<file path="config.mk">
export PLATFORM = sky130hd
export DESIGN_NAME = isa_local_space_config
export DESIGN_NICKNAME = d
export VERILOG_FILES = /design/src/common/isa_space_pkg.sv /design/src/rtl/isa_local_space_config.sv /design/src/rtl/space_cycle.sv
export SDC_FILE = /design/constraint.sdc
export NUM_CORES = 1
export LEC_CHECK = 0
export BUFFER_PORTS_ARGS = -buffer_cell sky130_fd_sc_hd__buf_4
export CAP_MARGIN = 20
export CORE_ASPECT_RATIO = 1.1
export CORE_UTILIZATION = 40
export DETAILED_ROUTE_END_ITERATION = 8
export GPL_TIMING_DRIVEN = 0
export HOLD_SLACK_MARGIN = 0.02
export MAX_ROUTING_LAYER = met4
export PLACE_DENSITY = 0.66
export SLEW_MARGIN = 20
export SYNTH_ARGS = -nofsm -noshare
export SYNTH_HDL_FRONTEND = slang
export SYNTH_HIERARCHICAL = 1
export SYNTH_SLANG_ARGS = --single-unit
</file>
<file path="constraint.sdc">
create_clock -name aclk -period 3.04 [get_ports aclk]
set_input_delay 0.608 -clock aclk [delete_from_list [all_inputs] [get_ports aclk]]
set_output_delay 0.608 -clock aclk [all_outputs]
set_load 0.01 [all_outputs]
</file>
<file path="src/common/isa_space_pkg.sv">
/*
  package for the isa local space configuration block: register offsets,
  field positions, write masks, reset values, axi response codes and the carrier structs.
  assumes a single 40 mhz clock domain and an axi4-lite register port.
*/
package isa_space_pkg;

  // ----------------------------------------------------------------
  // register byte offsets
  // ----------------------------------------------------------------
  localparam logic [5:0] OFF_MEM_RANGE = 6'h00;
  localparam logic [5:0] OFF_IO_RANGE = 6'h04;
  localparam logic [5:0] OFF_MEM_BASE = 6'h08;
  localparam logic [5:0] OFF_IO_BASE = 6'h0c;
  localparam logic [5:0] OFF_MEM_DESC = 6'h10;
  localparam logic [5:0] OFF_IO_DESC = 6'h14;
  localparam logic [5:0] OFF_MEM_SEL = 6'h18;
  localparam logic [5:0] OFF_IO_SEL = 6'h1c;
  localparam logic [5:0] OFF_STATUS = 6'h20;

  // ----------------------------------------------------------------
  // field positions
  // ----------------------------------------------------------------
  localparam int RANGE_LSB = 4;
  localparam int ENABLE_BIT = 0;
  localparam int READY_EN_BIT = 1;
  localparam int RAD_LSB = 6;
  localparam int XDA_LSB = 13;
  localparam int WAD_LSB = 15;
  localparam int WIDTH_LSB = 22;
  localparam int HOLD_LSB = 30;
  localparam int SEL_LSB = 2;

  // write masks: unused bits are held at zero
  localparam logic [31:0] RANGE_MASK = 32'h0ffffff0;
  localparam logic [31:0] BASE_MASK = 32'h0ffffff1;
  localparam logic [31:0] DESC_MASK = 32'hffffffff;
  localparam logic [31:0] SEL_MASK = 32'h0ffffffd;

  // ----------------------------------------------------------------
  // reset values (the isa card setup)
  // ----------------------------------------------------------------
  localparam logic [31:0] RST_MEM_RANGE = 32'h0f000000;
  localparam logic [31:0] RST_IO_RANGE = 32'h0f000000;
  localparam logic [31:0] RST_MEM_BASE = 32'h02000001;
  localparam logic [31:0] RST_IO_BASE = 32'h03000001;
  localparam logic [31:0] RST_MEM_DESC = 32'h40408042;
  localparam logic [31:0] RST_IO_DESC = 32'h40008042;
  localparam logic [31:0] RST_MEM_SEL = 32'h02800001;
  localparam logic [31:0] RST_IO_SEL = 32'h03000401;

  // ----------------------------------------------------------------
  // axi answers
  // ----------------------------------------------------------------
  localparam logic [1:0] RESP_OKAY = 2'h0;
  localparam logic [1:0] RESP_SLVERR = 2'h2;

  // ----------------------------------------------------------------
  // carriers
  // ----------------------------------------------------------------
  typedef struct packed {
    logic [31:0] mem_range;
    logic [31:0] io_range;
    logic [31:0] mem_base;
    logic [31:0] io_base;
    logic [31:0] mem_desc;
    logic [31:0] io_desc;
    logic [31:0] mem_sel;
    logic [31:0] io_sel;
  } config_s;

  typedef struct packed {
    logic valid;
    logic write;
    logic [27:0] addr;
  } local_req_s;

endpackage

</file>
<file path="src/rtl/isa_local_space_config.sv">
/*
  isa local space configuration: axi4-lite register file holding the two
  local space setups and their chip selects, driving two space sequencers.
  assumes one 40 mhz clock; the ready input arrives from outside and is
  synchronised here.

  // What this block does
  // - range field decodes address lines 27 to 24
  // - both spaces memory mapped, location anywhere
  // - prefetch support bit stays cleared
  // - base bit 0 enables space decoding
  // - remap bases 2000000h memory, 3000000h io
  // - ready enable: external ready ends cycles
  // - one address-to-data wait, reads and writes
  // - data-to-address wait zero, ready governs it
  // - memory space uses 16-bit local bus
  // - io space uses 8-bit local bus
  // - little endian, lower data path used
  // - writes held one extra wait state
  // - select base bit 0 enables chip select
  // - select bases 2800000h and 3000400h
*/
`timescale 1ns/1ps
module isa_local_space_config
  import isa_space_pkg::*;
(
  input wire logic aclk, // 40 mhz clock
  input wire logic aresetn, // synchronous reset, low
  input wire logic [5:0] s_axi_awaddr, // write address
  input wire logic s_axi_awvalid, // write address valid
  output logic s_axi_awready, // write address ready
  input wire logic [31:0] s_axi_wdata, // write data
  input wire logic [3:0] s_axi_wstrb, // write byte strobes
  input wire logic s_axi_wvalid, // write data valid
  output logic s_axi_wready, // write data ready
  output logic [1:0] s_axi_bresp, // write response
  output logic s_axi_bvalid, // write response valid
  input wire logic s_axi_bready, // write response ready
  input wire logic [5:0] s_axi_araddr, // read address
  input wire logic s_axi_arvalid, // read address valid
  output logic s_axi_arready, // read address ready
  output logic [31:0] s_axi_rdata, // read data
  output logic [1:0] s_axi_rresp, // read response
  output logic s_axi_rvalid, // read data valid
  input wire logic s_axi_rready, // read data ready
  input wire logic req_valid, // local request strobe
  input wire logic req_write, // local request is a write
  input wire logic [27:0] req_addr, // local request address
  input wire logic local_ready_input_low, // ready from conversion logic, low
  output logic memory_select_low, // memory chip select, low
  output logic io_select_low, // io chip select, low
  output logic cycle_done, // one-cycle end of a local cycle
  output logic [1:0] bus_width, // width code of running cycle
  output logic big_lane // big-endian byte lane of running cycle
);

  typedef struct packed {
    config_s cfg;
    logic aw_held;
    logic [5:0] aw_addr;
    logic w_held;
    logic [31:0] w_data;
    logic [3:0] w_strb;
    logic bvalid;
    logic [1:0] bresp;
    logic rvalid;
    logic [1:0] rresp;
    logic [31:0] rdata;
    logic ready_meta;
    logic ready_sync;
    logic mem_sel_low;
    logic io_sel_low;
    logic done;
    logic [1:0] width;
    logic lane;
  } state_s;

  state_s state_reg;
  state_s state_next;
  local_req_s req;
  logic mem_hit;
  logic io_hit;
  logic mem_busy;
  logic io_busy;
  logic mem_done;
  logic io_done;
  logic mem_sel;
  logic io_sel;
  local_req_s io_req;

  // ----------------------------------------------------------------
  // local request routing
  // ----------------------------------------------------------------
  // one cycle at a time: a new request is ignored while either space is busy
  assign req = '{valid: req_valid && !mem_busy && !io_busy, write: req_write, addr: req_addr};
  // memory space wins when both decode the same address
  assign io_req = '{valid: req.valid && !mem_hit, write: req.write, addr: req.addr};

  space_cycle mem_space (
    .aclk(aclk),
    .aresetn(aresetn),
    .range_cfg(state_reg.cfg.mem_range),
    .base_cfg(state_reg.cfg.mem_base),
    .desc_cfg(state_reg.cfg.mem_desc),
    .sel_cfg(state_reg.cfg.mem_sel),
    .req(req),
    .ready_sync(state_reg.ready_sync),
    .hit(mem_hit),
    .busy(mem_busy),
    .done(mem_done),
    .select_low(mem_sel)
  );

  space_cycle io_space (
    .aclk(aclk),
    .aresetn(aresetn),
    .range_cfg(state_reg.cfg.io_range),
    .base_cfg(state_reg.cfg.io_base),
    .desc_cfg(state_reg.cfg.io_desc),
    .sel_cfg(state_reg.cfg.io_sel),
    .req(io_req),
    .ready_sync(state_reg.ready_sync),
    .hit(io_hit),
    .busy(io_busy),
    .done(io_done),
    .select_low(io_sel)
  );

  // ----------------------------------------------------------------
  // register write merge
  // ----------------------------------------------------------------
  function automatic logic [31:0] merge(input logic [31:0] old, input logic [31:0] data,
                                        input logic [3:0] strb, input logic [31:0] mask);
    logic [31:0] result;
    result = old;
    for (int i = 0; i < 4; i++) begin
      if (strb[i]) begin
        result[i*8 +: 8] = data[i*8 +: 8];
      end
    end
    // unused bits never hold a one
    merge = result & mask;
  endfunction

  // ----------------------------------------------------------------
  // next state
  // ----------------------------------------------------------------
  always_comb begin
    state_next = state_reg;
    // ready pin crosses in through two flops; only the second is read
    state_next.ready_meta = ~local_ready_input_low;
    state_next.ready_sync = state_reg.ready_meta;
    state_next.done = mem_done || io_done;
    state_next.mem_sel_low = mem_sel;
    state_next.io_sel_low = io_sel;
    // width and lane of the space that takes the request
    if (mem_hit) begin
      state_next.width = state_reg.cfg.mem_desc[WIDTH_LSB +: 2];
      state_next.lane = state_reg.cfg.mem_desc[25];
    end else if (io_hit) begin
      state_next.width = state_reg.cfg.io_desc[WIDTH_LSB +: 2];
      state_next.lane = state_reg.cfg.io_desc[25];
    end

    // address and data are caught in either order
    if (s_axi_awvalid && !state_reg.aw_held) begin
      state_next.aw_held = 1'b1;
      state_next.aw_addr = s_axi_awaddr;
    end
    if (s_axi_wvalid && !state_reg.w_held) begin
      state_next.w_held = 1'b1;
      state_next.w_data = s_axi_wdata;
      state_next.w_strb = s_axi_wstrb;
    end
    if (state_reg.bvalid && s_axi_bready) begin
      state_next.bvalid = 1'b0;
    end
    // write lands once both halves are held and no response is pending
    if (state_reg.aw_held && state_reg.w_held && !state_reg.bvalid) begin
      state_next.aw_held = 1'b0;
      state_next.w_held = 1'b0;
      state_next.bvalid = 1'b1;
      state_next.bresp = RESP_OKAY;
      case ({state_reg.aw_addr[5:2], 2'h0})
        OFF_MEM_RANGE: state_next.cfg.mem_range = merge(state_reg.cfg.mem_range, state_reg.w_data,
                                                        state_reg.w_strb, RANGE_MASK);
        OFF_IO_RANGE: state_next.cfg.io_range = merge(state_reg.cfg.io_range, state_reg.w_data,
                                                      state_reg.w_strb, RANGE_MASK);
        OFF_MEM_BASE: state_next.cfg.mem_base = merge(state_reg.cfg.mem_base, state_reg.w_data,
                                                      state_reg.w_strb, BASE_MASK);
        OFF_IO_BASE: state_next.cfg.io_base = merge(state_reg.cfg.io_base, state_reg.w_data,
                                                    state_reg.w_strb, BASE_MASK);
        OFF_MEM_DESC: state_next.cfg.mem_desc = merge(state_reg.cfg.mem_desc, state_reg.w_data,
                                                      state_reg.w_strb, DESC_MASK);
        OFF_IO_DESC: state_next.cfg.io_desc = merge(state_reg.cfg.io_desc, state_reg.w_data,
                                                    state_reg.w_strb, DESC_MASK);
        OFF_MEM_SEL: state_next.cfg.mem_sel = merge(state_reg.cfg.mem_sel, state_reg.w_data,
                                                    state_reg.w_strb, SEL_MASK);
        OFF_IO_SEL: state_next.cfg.io_sel = merge(state_reg.cfg.io_sel, state_reg.w_data,
                                                  state_reg.w_strb, SEL_MASK);
        OFF_STATUS: state_next.bresp = RESP_OKAY; // read-only, write ignored
        default: state_next.bresp = RESP_SLVERR;
      endcase
    end

    // reads: one outstanding, answered the cycle after the address is taken
    if (state_reg.rvalid && s_axi_rready) begin
      state_next.rvalid = 1'b0;
    end
    if (s_axi_arvalid && !state_reg.rvalid) begin
      state_next.rvalid = 1'b1;
      state_next.rresp = RESP_OKAY;
      case ({s_axi_araddr[5:2], 2'h0})
        OFF_MEM_RANGE: state_next.rdata = state_reg.cfg.mem_range;
        OFF_IO_RANGE: state_next.rdata = state_reg.cfg.io_range;
        OFF_MEM_BASE: state_next.rdata = state_reg.cfg.mem_base;
        OFF_IO_BASE: state_next.rdata = state_reg.cfg.io_base;
        OFF_MEM_DESC: state_next.rdata = state_reg.cfg.mem_desc;
        OFF_IO_DESC: state_next.rdata = state_reg.cfg.io_desc;
        OFF_MEM_SEL: state_next.rdata = state_reg.cfg.mem_sel;
        OFF_IO_SEL: state_next.rdata = state_reg.cfg.io_sel;
        // live state of both sequencers and the synchronised ready
        OFF_STATUS: state_next.rdata = {27'h0, state_reg.ready_sync, ~io_sel, ~mem_sel, io_busy, mem_busy};
        default: begin
          state_next.rdata = 32'h0;
          state_next.rresp = RESP_SLVERR;
        end
      endcase
    end
  end

  // ----------------------------------------------------------------
  // state register
  // ----------------------------------------------------------------
  // reset loads the isa card setup so the slot works before software runs
  always_ff @(posedge aclk) begin
    if (!aresetn) begin
      state_reg <= '0;
      state_reg.cfg <= '{RST_MEM_RANGE, RST_IO_RANGE, RST_MEM_BASE, RST_IO_BASE,
                         RST_MEM_DESC, RST_IO_DESC, RST_MEM_SEL, RST_IO_SEL};
      state_reg.mem_sel_low <= 1'b1;
      state_reg.io_sel_low <= 1'b1;
    end else begin
      state_reg <= state_next;
    end
  end

  // ----------------------------------------------------------------
  // outputs, all from flops
  // ----------------------------------------------------------------
  assign s_axi_awready = !state_reg.aw_held;
  assign s_axi_wready = !state_reg.w_held;
  assign s_axi_bvalid = state_reg.bvalid;
  assign s_axi_bresp = state_reg.bresp;
  assign s_axi_arready = !state_reg.rvalid;
  assign s_axi_rvalid = state_reg.rvalid;
  assign s_axi_rresp = state_reg.rresp;
  assign s_axi_rdata = state_reg.rdata;
  assign memory_select_low = state_reg.mem_sel_low;
  assign io_select_low = state_reg.io_sel_low;
  assign cycle_done = state_reg.done;
  assign bus_width = state_reg.width;
  assign big_lane = state_reg.lane;

endmodule

</file>
<file path="src/rtl/space_cycle.sv">
/*
  one local address space: decode, chip select and cycle timing for a
  single space. assumes its configuration word set comes from the register
  file and its ready input is already synchronised.
*/
`timescale 1ns/1ps
module space_cycle
  import isa_space_pkg::*;
(
  input wire logic aclk, // 40 mhz clock
  input wire logic aresetn, // synchronous reset, low
  input wire logic [31:0] range_cfg, // space range word
  input wire logic [31:0] base_cfg, // space base word
  input wire logic [31:0] desc_cfg, // region descriptor word
  input wire logic [31:0] sel_cfg, // chip select base word
  input wire local_req_s req, // request from the local side
  input wire logic ready_sync, // synchronised ready input
  output logic hit, // request lands in this space
  output logic busy, // cycle under way
  output logic done, // one-cycle end of cycle
  output logic select_low // chip select, low active
);

  typedef enum logic [1:0] {IDLE, ADDR, DATA, HOLD} phase_e;
  typedef struct packed {
    phase_e phase;
    logic [4:0] count;
    logic write;
    logic sel;
    logic done;
  } state_s;

  state_s state_reg;
  state_s state_next;
  logic [27:0] rmask;
  logic [25:0] smask;
  logic sel_hit;
  logic ready_mode;

  // ----------------------------------------------------------------
  // decode
  // ----------------------------------------------------------------
  // range bits set mark the address lines that take part in decode
  assign rmask = {range_cfg[27:RANGE_LSB], 4'h0};
  assign hit = req.valid && base_cfg[ENABLE_BIT] &&
               ((req.addr & rmask) == (base_cfg[27:0] & rmask & 28'hffffff0));
  // chip select matches on the same range, from its own base
  assign smask = rmask[27:2];
  assign sel_hit = sel_cfg[ENABLE_BIT] &&
                   ((req.addr[27:2] & smask) == (sel_cfg[27:SEL_LSB] & smask));
  assign ready_mode = desc_cfg[READY_EN_BIT];

  // ----------------------------------------------------------------
  // cycle sequence
  // ----------------------------------------------------------------
  always_comb begin
    state_next = state_reg;
    state_next.done = 1'b0;
    case (state_reg.phase)
      IDLE: begin
        if (hit) begin
          state_next.phase = ADDR;
          state_next.write = req.write;
          state_next.sel = sel_hit;
          // address-to-data waits from the descriptor
          state_next.count = req.write ? desc_cfg[WAD_LSB +: 5] : desc_cfg[RAD_LSB +: 5];
        end
      end
      ADDR: begin
        if (state_reg.count == 5'h0) begin
          state_next.phase = DATA;
          state_next.count = {3'h0, desc_cfg[XDA_LSB +: 2]};
        end else begin
          state_next.count = state_reg.count - 5'h1;
        end
      end
      DATA: begin
        // external ready ends the cycle when enabled, else the count does
        if (ready_mode ? ready_sync : (state_reg.count == 5'h0)) begin
          if (state_reg.write && desc_cfg[HOLD_LSB +: 2] != 2'h0) begin
            state_next.phase = HOLD;
            state_next.count = {3'h0, desc_cfg[HOLD_LSB +: 2]} - 5'h1;
          end else begin
            state_next.phase = IDLE;
            state_next.sel = 1'b0;
            state_next.done = 1'b1;
          end
        end else if (state_reg.count != 5'h0) begin
          state_next.count = state_reg.count - 5'h1;
        end
      end
      HOLD: begin
        if (state_reg.count == 5'h0) begin
          state_next.phase = IDLE;
          state_next.sel = 1'b0;
          state_next.done = 1'b1;
        end else begin
          state_next.count = state_reg.count - 5'h1;
        end
      end
      default: begin
        state_next.phase = IDLE;
      end
    endcase
  end

  // state register
  always_ff @(posedge aclk) begin
    if (!aresetn) begin
      state_reg <= '{phase: IDLE, count: 5'h0, write: 1'b0, sel: 1'b0, done: 1'b0};
    end else begin
      state_reg <= state_next;
    end
  end

  assign busy = (state_reg.phase != IDLE);
  assign done = state_reg.done;
  assign select_low = ~state_reg.sel;

endmodule

</file>
# Word-level counts from Yosys, hierarchy flattened
# Index checks and enable logic that the tools add are counted.
[word_totals] out_inout_bits=47 wordCells=248 inputBits=86 ff_bits=326
[classes] add_sub_neg=4 bitwise=12 muxes=45 n_eq_ne=42 n_reduce_logical=86
[ops] op="$pmux W32 S9" count=1
[ops] op="$and A28 B28 Y28" count=4
[ops] op="$and A26 B26 Y26" count=4
[ops] op="$reduce_and A3 Y1" count=32
[ops] op="$mux W5" count=12
[ops] op="$eq A28 B28 Y1" count=2
[ops] op="$pmux W7 S4" count=2
[ops] op="$eq A26 B26 Y1" count=2
[ops] op="$mux W35" count=1
[ops] op="$eq A4 B3 Y1 const B" count=8
[ops] op="$mux W2" count=16
[ops] op="$logic_and A1 B1 Y1" count=18
[ops] op="$mux W9" count=2
[ops] op="$reduce_or A9 Y1" count=2
[ops] op="$eq A4 B2 Y1 const B" count=4
[ops] op="$reduce_and A4 Y1" count=4
[ops] op="$reduce_bool A2 Y1" count=7
[ops] op="$ne A2 B1 Y1 const B" count=6
[ops] op="$ne A2 B2 Y1 const B" count=6
[ops] op="$logic_not A5 Y1" count=2
[ops] op="$reduce_and A5 Y1" count=2
[ops] op="$reduce_bool A5 Y1" count=2
[ops] op="$sub A5 B1 Y5 const B" count=2
[ops] op="$mux W3" count=3
[ops] op="other kinds (18)" count=45

# Depth between registers and ports, before layout
# Gate-level depths: netlist (run 1).
[depth] ltp_word=12 mapped_depth=18 ltp_nobuf=16

# Modules after synthesis
# The synthesis (run 1) kept the hierarchy.
[modules_own_cells] mod="isa_local_space_config" cells_each=1562 seq_area_each_um2=6045.8 area_per_inst_um2=13182.6 instances=1
[modules_own_cells] mod="space_cycle (mem_space)" cells_each=209 seq_area_each_um2=200.2 area_per_inst_um2=1697.9 instances=1
[modules_own_cells] mod="space_cycle (io_space)" cells_each=207 seq_area_each_um2=200.2 area_per_inst_um2=1551.5 instances=1

# Worst setup path before layout (run 1)
# Ideal clock, no wire load.
[synth_path] path_type="register -> register" startpoint="register io_space/state_reg[9] (netlist name)" endpoint="register io_space/state_reg[5] (netlist name)" t_required_ps=2924 setup_time_ps=116 period_less_slack_ps=3258 path_buffers=1 stages_incl_launch_ff=16 arrival_ps=3142 path_slack_ps=-218 path_cell_list="dfxtp_1 > clkbuf_1 > nor2_1 > clkinv_1 > nor3b_1 > nand2_1 > nor4b_1 > nand4_1 > nor4b_4 > nor2b_1 > nand2_1 > nor4_1 > nand4_1 > nor4_4 > or3_2 > o211a_1"
[synth_lines] element="from (decl)" line_no="space_cycle.sv:33" text="state_s state_reg;"
[synth_lines] element="from (signal assigned)" line_no="space_cycle.sv:110" text="state_reg <= '{phase: IDLE, count: 5'h0, write: 1'b0, sel: 1'b0, done: 1'b0};"
[synth_lines] element="from (signal assigned)" line_no="space_cycle.sv:112" text="state_reg <= state_next;"

==> flow_results.org, run 1 <==
** Global routing
- The initial antenna violation count is 0.
- First-pass GRT wire length :: 117500 um
- GR Layer Usage met3 :: 6.276%
- Total overflow reported by the global router :: 0
- Most utilized layer in the global route result :: met2
- Overall fraction of global-route tracks in use :: 41.19%
- Global routing consumed, on the met1 layer, 52.04% of the routing resources.
- Entering global routing, the biggest net connects 14 pins.
- Number of global-route vias before repair :: 15728
- Met2 global-route usage :: 62.29%

** Cells and area
- The register with the most flip-flops in the layout has 259 of them.
- Most common library cell in the layout ignoring fill and taps :: sky130_fd_sc_hd__nand2_1
- Fraction of final layout cells sized beyond drive strength 1 :: 19.39%
- Most frequent cells in the layout :: sky130_fd_sc_hd__nand2_1, sky130_fd_sc_hd__dfxtp_1, sky130_fd_sc_hd__a21oi_1
- Footprint of the multi-input gates :: 9114 sq um
- FF/Latch Area :: 6475 sq um
- The final layout contains 2257 nets.
- The layout has 3916 filler cells.
- The area growth from synthesis to layout is 20.92%.

** Timing
- For the final database, setup skew stands at 15.23 ps.
- Unrepaired setup endpoints after global routing :: yes
- Crit share post-route :: 107.0%
- The max-slew violation total from the final report came to 0.
- Final WS setup :: -212.7 ps
- Across all hold checks on the routed design, the worst slack comes to 197.9 ps.
- Final total negative setup slack :: -1522 ps
- The worst path in the final design needs a cycle of 3253 ps, including I/O delays and setup.
- Final number of setup-violating endpoints :: 11
- Headroom to the max-slew limit came out at 16.01%.
- Timing would allow up to 0.3074 GHz.
- For the pin with the worst max-slew slack, the measured transition is 1255 ps.
- Total count of hold-check failures in the final report :: 0

** Synthesis
- The synthesized netlist devotes 17.78% of its cell area to compound gates.
- Post-synthesis mux area share :: 6.868%
- The synthesized design contains 322 register bits.
- In the synthesized netlist the async set-or-reset flop fraction comes to 0%.
- Post-synthesis xor/xnor area fraction :: 4.157%
- By area, the combinational part of the netlist is dominated by simple AND/OR/NAND/NOR gates.
- Of the total synthesized cell area, the portion taken by AND, OR, NAND and NOR gates is 24.62%.
- Primary FF master, synth :: sky130_fd_sc_hd__dfxtp_1
- Number of enable-type register cells in the synthesized netlist :: 0
- In the synthesized netlist, the number of instances is 1978.
- Count of warnings emitted by yosys :: 6
- Synthesis instantiated 101 different standard cells from the library.
- The synthesized netlist devotes 0.5330% of its cell area to adder and majority cells.
- Post-Syn Area per Cell :: 8.307 sq um
- Of the synthesized area, sequential elements account for 39.23%.
- Post-synth design cell area :: 16430 sq um

** Clocking
- For the worst-skew pair, the clock arrives at the later sink with an insertion delay of 570 ps.
- Hold_buf cts :: 0
- Clock Tree Root :: sky130_fd_sc_hd__clkbuf_16
- Clk sink count :: 322
- Clk slew on worst S/H paths :: 60 ps
- Clock tree synthesis inserted a total of 38 buffers.
- Number of H-tree levels :: 2
- In this run the deepest clock path goes through 3 buffers.
- TritonCTS clock tree :: yes

** Route
- Number of remaining DRC errors :: 0
- Once detail routing completed, the nets flagged for antenna violations numbered 0.
- Before antenna repair, the detailed router went through 8 iterations.
- In the routed layout, each cell is associated on average with a via count of 6.259.
- Total length of routed wires :: 85040 um
- Vias :: 16936
- In the final routed layout, each cell accounts on average for 31.43 um.
- Detailed router's first-iteration violation count :: 2298

** Run status
- Run status :: finished, violations left
- Violations in the final reports :: setup timing

** Placement
- In this run the tool buffered the top-level ports with 120 buffer cells.
- Final GP Congestion :: 1.010
- The HPWL after detailed placement is 66330 um.

** Die
- Die X-Extent :: 195.3 um
- The core region is 40370 sq um.
- Initial cell density of the core :: 40.71%
- Height of the die :: 214.6 um
- Placement row count :: 77
- Num ports :: 133
- Area of the die :: 41900 sq um

** Pwr
- Portion of total power attributed to combinational logic :: 11.1%
- Of the total power, the clock network draws 48.1%.
- Of the total power, the share spent switching nets is 26.68%.
- The analysis attributes to net switching a power of 2.823 mW.
- Registers are responsible for 40.9% of the overall power.
- Across the VDD grid, the largest voltage drop is 0.3453 mV.
- In this run the static leakage power is 7.577 nW.
- Power per cell area :: 532.5 nW/um^2
- The design draws 10.58 mW.
- Total internal power :: 7.758 mW

** Critical path
- CP Launch Type :: flip-flop
- On the critical path, the stage with the largest delay is an instance of sky130_fd_sc_hd__nor4b_4.
- Critical path, cell by cell :: clkbuf_8, nor2_4, clkinv_4, nor3b_4, buf_6, nand2_4, nor4b_2, nand4_1, nor4b_4, nor2b_1, nand2_1, nor4_4, nand4_1, nor4_4, buf_4, or3_4, o211a_1
- Worst Path Class, Setup :: reg2reg
- In this run the worst path has a maximum fanout of 3.
- Together, buffers and inverters on the worst path number 4.
- The worst setup path is captured at a flip-flop.
- Worst stage delay on the critical path :: 440 ps
- Crit path DAT :: 3700 ps
- The kind of cell with the highest combined delay along the critical path is simple AND/OR/NAND/NOR gates.
- STA puts the critical path data required time at 3490 ps.

** Min path
- Worst min-delay path class :: in2reg

** Job
- Maximum Capacitance Violations :: 0
final timing paths:
check / startpoint / end / slack, ps / cells after the start
max reg2reg: io_space/state_reg[9] / io_space/state_reg[5] / -210 / 17
min reg2reg: state_next[6] / state_reg[6] / 430 / 1
min: local_ready_input_low / state_next[6] / 200 / 2
max: io_space/state_reg[9] / io_space/state_reg[5] / -210 / 17
final cells by class:
type,count,area share (%)
multi-input combinational,1440,45.87
sequential,322,32.59
clock buffer,53,5.730
timing repair buffer,145,5.554
buffer,191,5.283
tap,513,3.230
clock inverter,15,1.196
inverter,26,0.5415
antenna,1,0.01259
layer usage:
metal	vias up	share of wire [%]
met5	-	0
met4	0	6.6
met3	249	9.4
met2	1068	45
met1	8208	39
li1	7411	-
power groups by stage:
stage          Combinational [mW]  Clock [mW]  Sequential (mW)
5_1_grt                      1.20        5.28             4.33
3_5_place_dp                 1.10           0             4.42
4_1_cts                      1.14        5.12             4.32
2_1_floorplan               0.571           0             4.39
3_3_place_gp                 1.09           0             4.41
6_report                     1.17        5.08             4.32
Yosys cell counts (all sizes together), types with 6 or more instances:
master	number	area, sq um
nand4	13	81.33
ha	7	87.58
nor2	71	266.5
nand3b	24	192.7
nand2b	12	75.07
and2	6	37.54
inv	24	90.09
or3	7	51.29
mux2	11	123.9
nand3	225	1126
nor4b	10	160.2
a22o	18	157.7
a21oi	247	1240
dfxtp	322	6446
nor4	6	82.58
o21ai	29	145.1
a22oi	54	405.4
mux2i	64	640.6
o22ai	13	81.33
xor2	76	665.6
and3b	7	61.31
nand2	347	1313
a221oi	14	122.6
buf	101	679.4
o211ai	9	67.56
mux4	16	364.1
a221o	9	90.09
nor2b	12	77.58
and4b	7	70.07
clkbuf	90	339.1
and3	12	75.07
nor3	21	143.9
cells by family (layout without fill, tap and decap cells):
| family | after synthesis | after routing |
|---|---|---|
| xor gates and xnor gates | 78 | 78 |
| and+or+nand+nor | 803 | 803 |
| buffers and inverters | 217 | 430 |
| AOI/OAI and AO/OA | 459 | 459 |
| other | 1 | 3 |
| muxes | 91 | 91 |
| DFF | 322 | 322 |
| adders and majority gates | 7 | 7 |
through the flow:
stage                     setup slack (ps)  util [%]  area [sq um]  cells
after floorplan                      27.60         -         16460   1979
after global placement               -1555     44.59         18000   2612
after detailed placement             -1162     44.68         18040   2615
after CTS                           -53.77     49.05         19800   2698
after global routing                -251.8     49.22         19870   2705
final                               -212.7     49.22         19870   2706
repair_timing:
action,CTS,global route
setup buffers,15,7
endpoints found under the setup margin,18,11
pin swaps,19,11
cloned,0,0
endpoints found under the hold margin,0,0
gates resized for setup,58,5
Power figures use the tool's default switching activity.
==> run 2: changes to the inputs <==
--- a/config.mk
+++ b/config.mk
@@ -9,11 +9,13 @@
 export CAP_MARGIN = 20
 export CORE_ASPECT_RATIO = 1.1
 export CORE_UTILIZATION = 40
+export CTS_CLUSTER_SIZE = 8
 export DETAILED_ROUTE_END_ITERATION = 8
 export GPL_TIMING_DRIVEN = 0
 export HOLD_SLACK_MARGIN = 0.02
 export MAX_ROUTING_LAYER = met4
-export PLACE_DENSITY = 0.66
+export PLACE_DENSITY_LB_ADDON = 0.05
+export SETUP_SLACK_MARGIN = 0.02
 export SLEW_MARGIN = 20
 export SYNTH_ARGS = -nofsm -noshare
 export SYNTH_HDL_FRONTEND = slang
==> flow_results.org, run 2 (synthesized netlist as in run 1, its figures left out) <==
** Route
- Vias :: 16689 (-1.5%)
- Pre-Repair DR Iteration Count :: 8 (unchanged)
- The DRC marker count from the first detailed-route iteration came to 1900 (-17%).
- Final antenna-violating net count :: 0 (unchanged)
- The routed length per instance was 30.59 um (-2.6%).
- The detailed-route vias per instance came to 6.225 (-0.54%).
- Total length of routed wires :: 82020 um (-3.5%)
- The final routed DRC violation total came to 0 (unchanged).

** Pwr
- The reported leakage power is 7.414 nW (-2.1%).
- The power density over the cells is 520.9 nW/um^2 (-2.2%).
- The reported net switching power is 2.777 mW (-1.6%).
- The switching share of total power was 27.39% (+0.71 points).
- Relative contribution of the clock network to total power :: 46.2% (-1.9 points)
- Power share of the sequential group :: 42.7% (+1.8 points)
- Maximum vdd drop :: 0.4315 mV (+25%)
- The internal power consumption came to 7.362 mW (-5.1%).
- The share of total power in combinational logic came to 11.2% (about the same).

** Job
- The max-cap check violation count is 0 (unchanged).

** Clocking
- The clock edge transition at the registers on the reported setup and hold paths was 50 ps (about the same).
- The number of clock buffers inserted by TritonCTS came to 46 (+21%).
- Number of H-tree levels :: 2 (unchanged)
- Hold_buf cts :: 0 (unchanged)
- Clock latency at the later pin of the worst-skew pair :: 590 ps (+20 ps)
- In this run the clock root is driven by a sky130_fd_sc_hd__clkbuf_16.
- Clk sink count :: 322 (unchanged)
- The clock tree buffer depth is 3 (unchanged).
- TritonCTS built the clock tree.

** Critical path
- Worst Setup End Kind :: flip-flop
- Worst-path fanout max :: 9 (+6)
- Crit path DAT :: 3740 ps (+40 ps)
- STA classifies the critical path startpoint as a flip-flop.
- Critical path, cell by cell :: nor2_4, clkinv_4, nor3b_4, nand2_2, nor4b_4, nand4_1, nor4b_4, nor2b_1, nand2_1, nor4_2, nand4_1, nor4_4, buf_6, mux2i_1, nor2_1, a21oi_1, nor2_1
- The critical path in this run is classified as reg2reg.
- On the critical path, the stage with the largest delay is an instance of sky130_fd_sc_hd__nor4b_4.
- Required time of the critical path :: 3460 ps (-30 ps)
- The maximum single-stage delay on the critical path was 440 ps (about the same).

** Cells and area
- The fraction of final layout cells with drive strength greater than 1 came to 17.54% (-1.9 points).
- The final layout net count is 2255 (-0.089%).
- Footprint of the multi-input gates :: 8990 sq um (-1.4%)
- Fill count :: 4056 (+3.6%)
- Most common library cell in the layout ignoring fill and taps :: sky130_fd_sc_hd__nand2_1
- P&R area growth vs syn :: 18.45%
- Number of flip-flops in the largest register :: 259 (unchanged)
- FF/Latch Area :: 6464 sq um (-0.17%)
- Leaving out fill and tap cells, the most frequent cells in the layout are sky130_fd_sc_hd__nand2_1, sky130_fd_sc_hd__dfxtp_1, sky130_fd_sc_hd__a21oi_1.

** Die
- The placement row count was 77 (unchanged).
- Core box area :: 40370 sq um (unchanged)
- Initial cell density of the core :: 40.71% (unchanged)
- Die X-Extent :: 195.3 um (unchanged)
- Area of the die :: 41900 sq um (unchanged)
- The die height is 214.6 um (unchanged).
- Num ports :: 133 (unchanged)

** Timing
- The setup TNS after final layout was -2283 ps (-760.3 ps).
- The setup clock skew after layout is 17.57 ps (+2.348 ps).
- Crit share post-route :: 109.3% (+2.3 points)
- Final WS setup :: -283.8 ps (-71.03 ps)
- The measured slew at the worst slew-check pin came to 1198 ps (-56.87 ps).
- Total count of hold-check failures in the final report :: 0 (unchanged)
- Final number of setup-violating endpoints :: 11 (unchanged)
- Max-slew headroom at the worst pin :: 20.15% (+4.1 points)
- Unrepaired setup endpoints after global routing :: yes
- Count of pins over their slew limit :: 0 (unchanged)
- Min Clock Period, post-route :: 3324 ps (+71.03 ps)
- The fmax is 0.3009 GHz (-2.1%).

** Placement
- The half-perimeter wire length after placement was 64190 um (-3.2%).
- Final GP Congestion :: 1.054 (+4.4%)
- IO Port Bufs :: 120 (unchanged)
- Setup slack after placement :: -1638 ps (-476.1 ps)

** Global routing
- Number of antenna violations at the first check in global routing :: 0 (unchanged)
- Largest net degree at the start of global routing :: 16 (+2)
- Overall fraction of global-route tracks in use :: 39.98% (-1.2 points)
- Total overflow reported by the global router :: 0 (unchanged)
- The global-route wire length before repair came to 115000 um (-2.1%).
- Number of global-route vias before repair :: 15681 (-0.30%)

** Min path
- Worst min-delay path class :: in2reg

** Run status
- Run status :: finished, violations left
- Violations in the final reports :: setup timing
run 2: cell count changes in the layout (fill, tap and decap cells not counted), sizes merged:
cell / previous run / this run
buf: 247 / 238
inv: 26 / 25
bufinv: 6 / 0
clkinvlp: 2 / 0
clkbuf: 142 / 140
clkinv: 7 / 2
run 2: layout make-up:
type | count | area share (%)
buffer | 188 | 5.175
tap | 513 | 3.298
clock buffer | 52 | 6.191
multi-input combinational | 1440 | 46.19
timing repair buffer | 138 | 5.329
inverter | 26 | 0.5528
antenna | 1 | 0.01286
clock inverter | 1 | 0.04500
sequential | 322 | 33.21
run 2: worst max-delay path, delay by kind of cell (launching register included):
| family | cells | cell delay, ps |
|---|---|---|
| compound gates | 1 | 120 |
| buf+inv | 2 | 230 |
| flops | 1 | 380 |
| mux | 1 | 170 |
| simple gates | 13 | 2260 |
run 2: metal layers:
| metal | up-vias | part of all wire [%] | global-route usage [%] |
|---|---|---|---|
| li1 | 7393 | - | - |
| met1 | 8115 | 40 | 50.09 |
| met2 | 953 | 45 | 61.31 |
| met3 | 228 | 8.2 | 6.040 |
| met4 | 0 | 6.4 | 22.68 |
| met5 | - | 0 | - |
run 2: worst paths after layout:
| kind | start | endpoint | slack [ps] | depth (start not counted) |
|---|---|---|---|---|
| setup reg to reg | io_space/state_reg[8] | big_lane | -280 | 17 |
| setup / recovery | io_space/state_reg[8] | big_lane | -280 | 17 |
| hold / removal | local_ready_input_low | state_next[6] | 190 | 2 |
| hold reg to reg | mem_space/done | cycle_done | 440 | 2 |
run 2: per-stage QoR:
step	hold slack (ps)	power, mW	area, sq um	cells	utilization [%]
floorplan	411.4	4.966	16460	1979	-
global placement	428.1	5.492	18000	2612	44.59
detailed placement	432.7	5.499	18020	2613	44.63
CTS	170.0	10.14	19390	2674	48.02
global route	182.9	10.38	19460	2680	48.21
finish	187.4	10.14	19460	2681	48.22
run 2: power groups by stage:
stage	clock, mW	sequential [mW]	combinational [mW]
final	4.68	4.33	1.13
after global placement	0	4.41	1.08
after CTS	4.71	4.33	1.10
after floorplan	0	4.39	0.571
after detailed placement	0	4.41	1.09
after global routing	4.88	4.33	1.17
run 2: timing repair:
action	4_1_cts	5_1_grt
pin swaps	15	16
endpoints found under the setup margin	19	13
buffers inserted	9	7
gates resized for setup	23	11
cloned	1	0
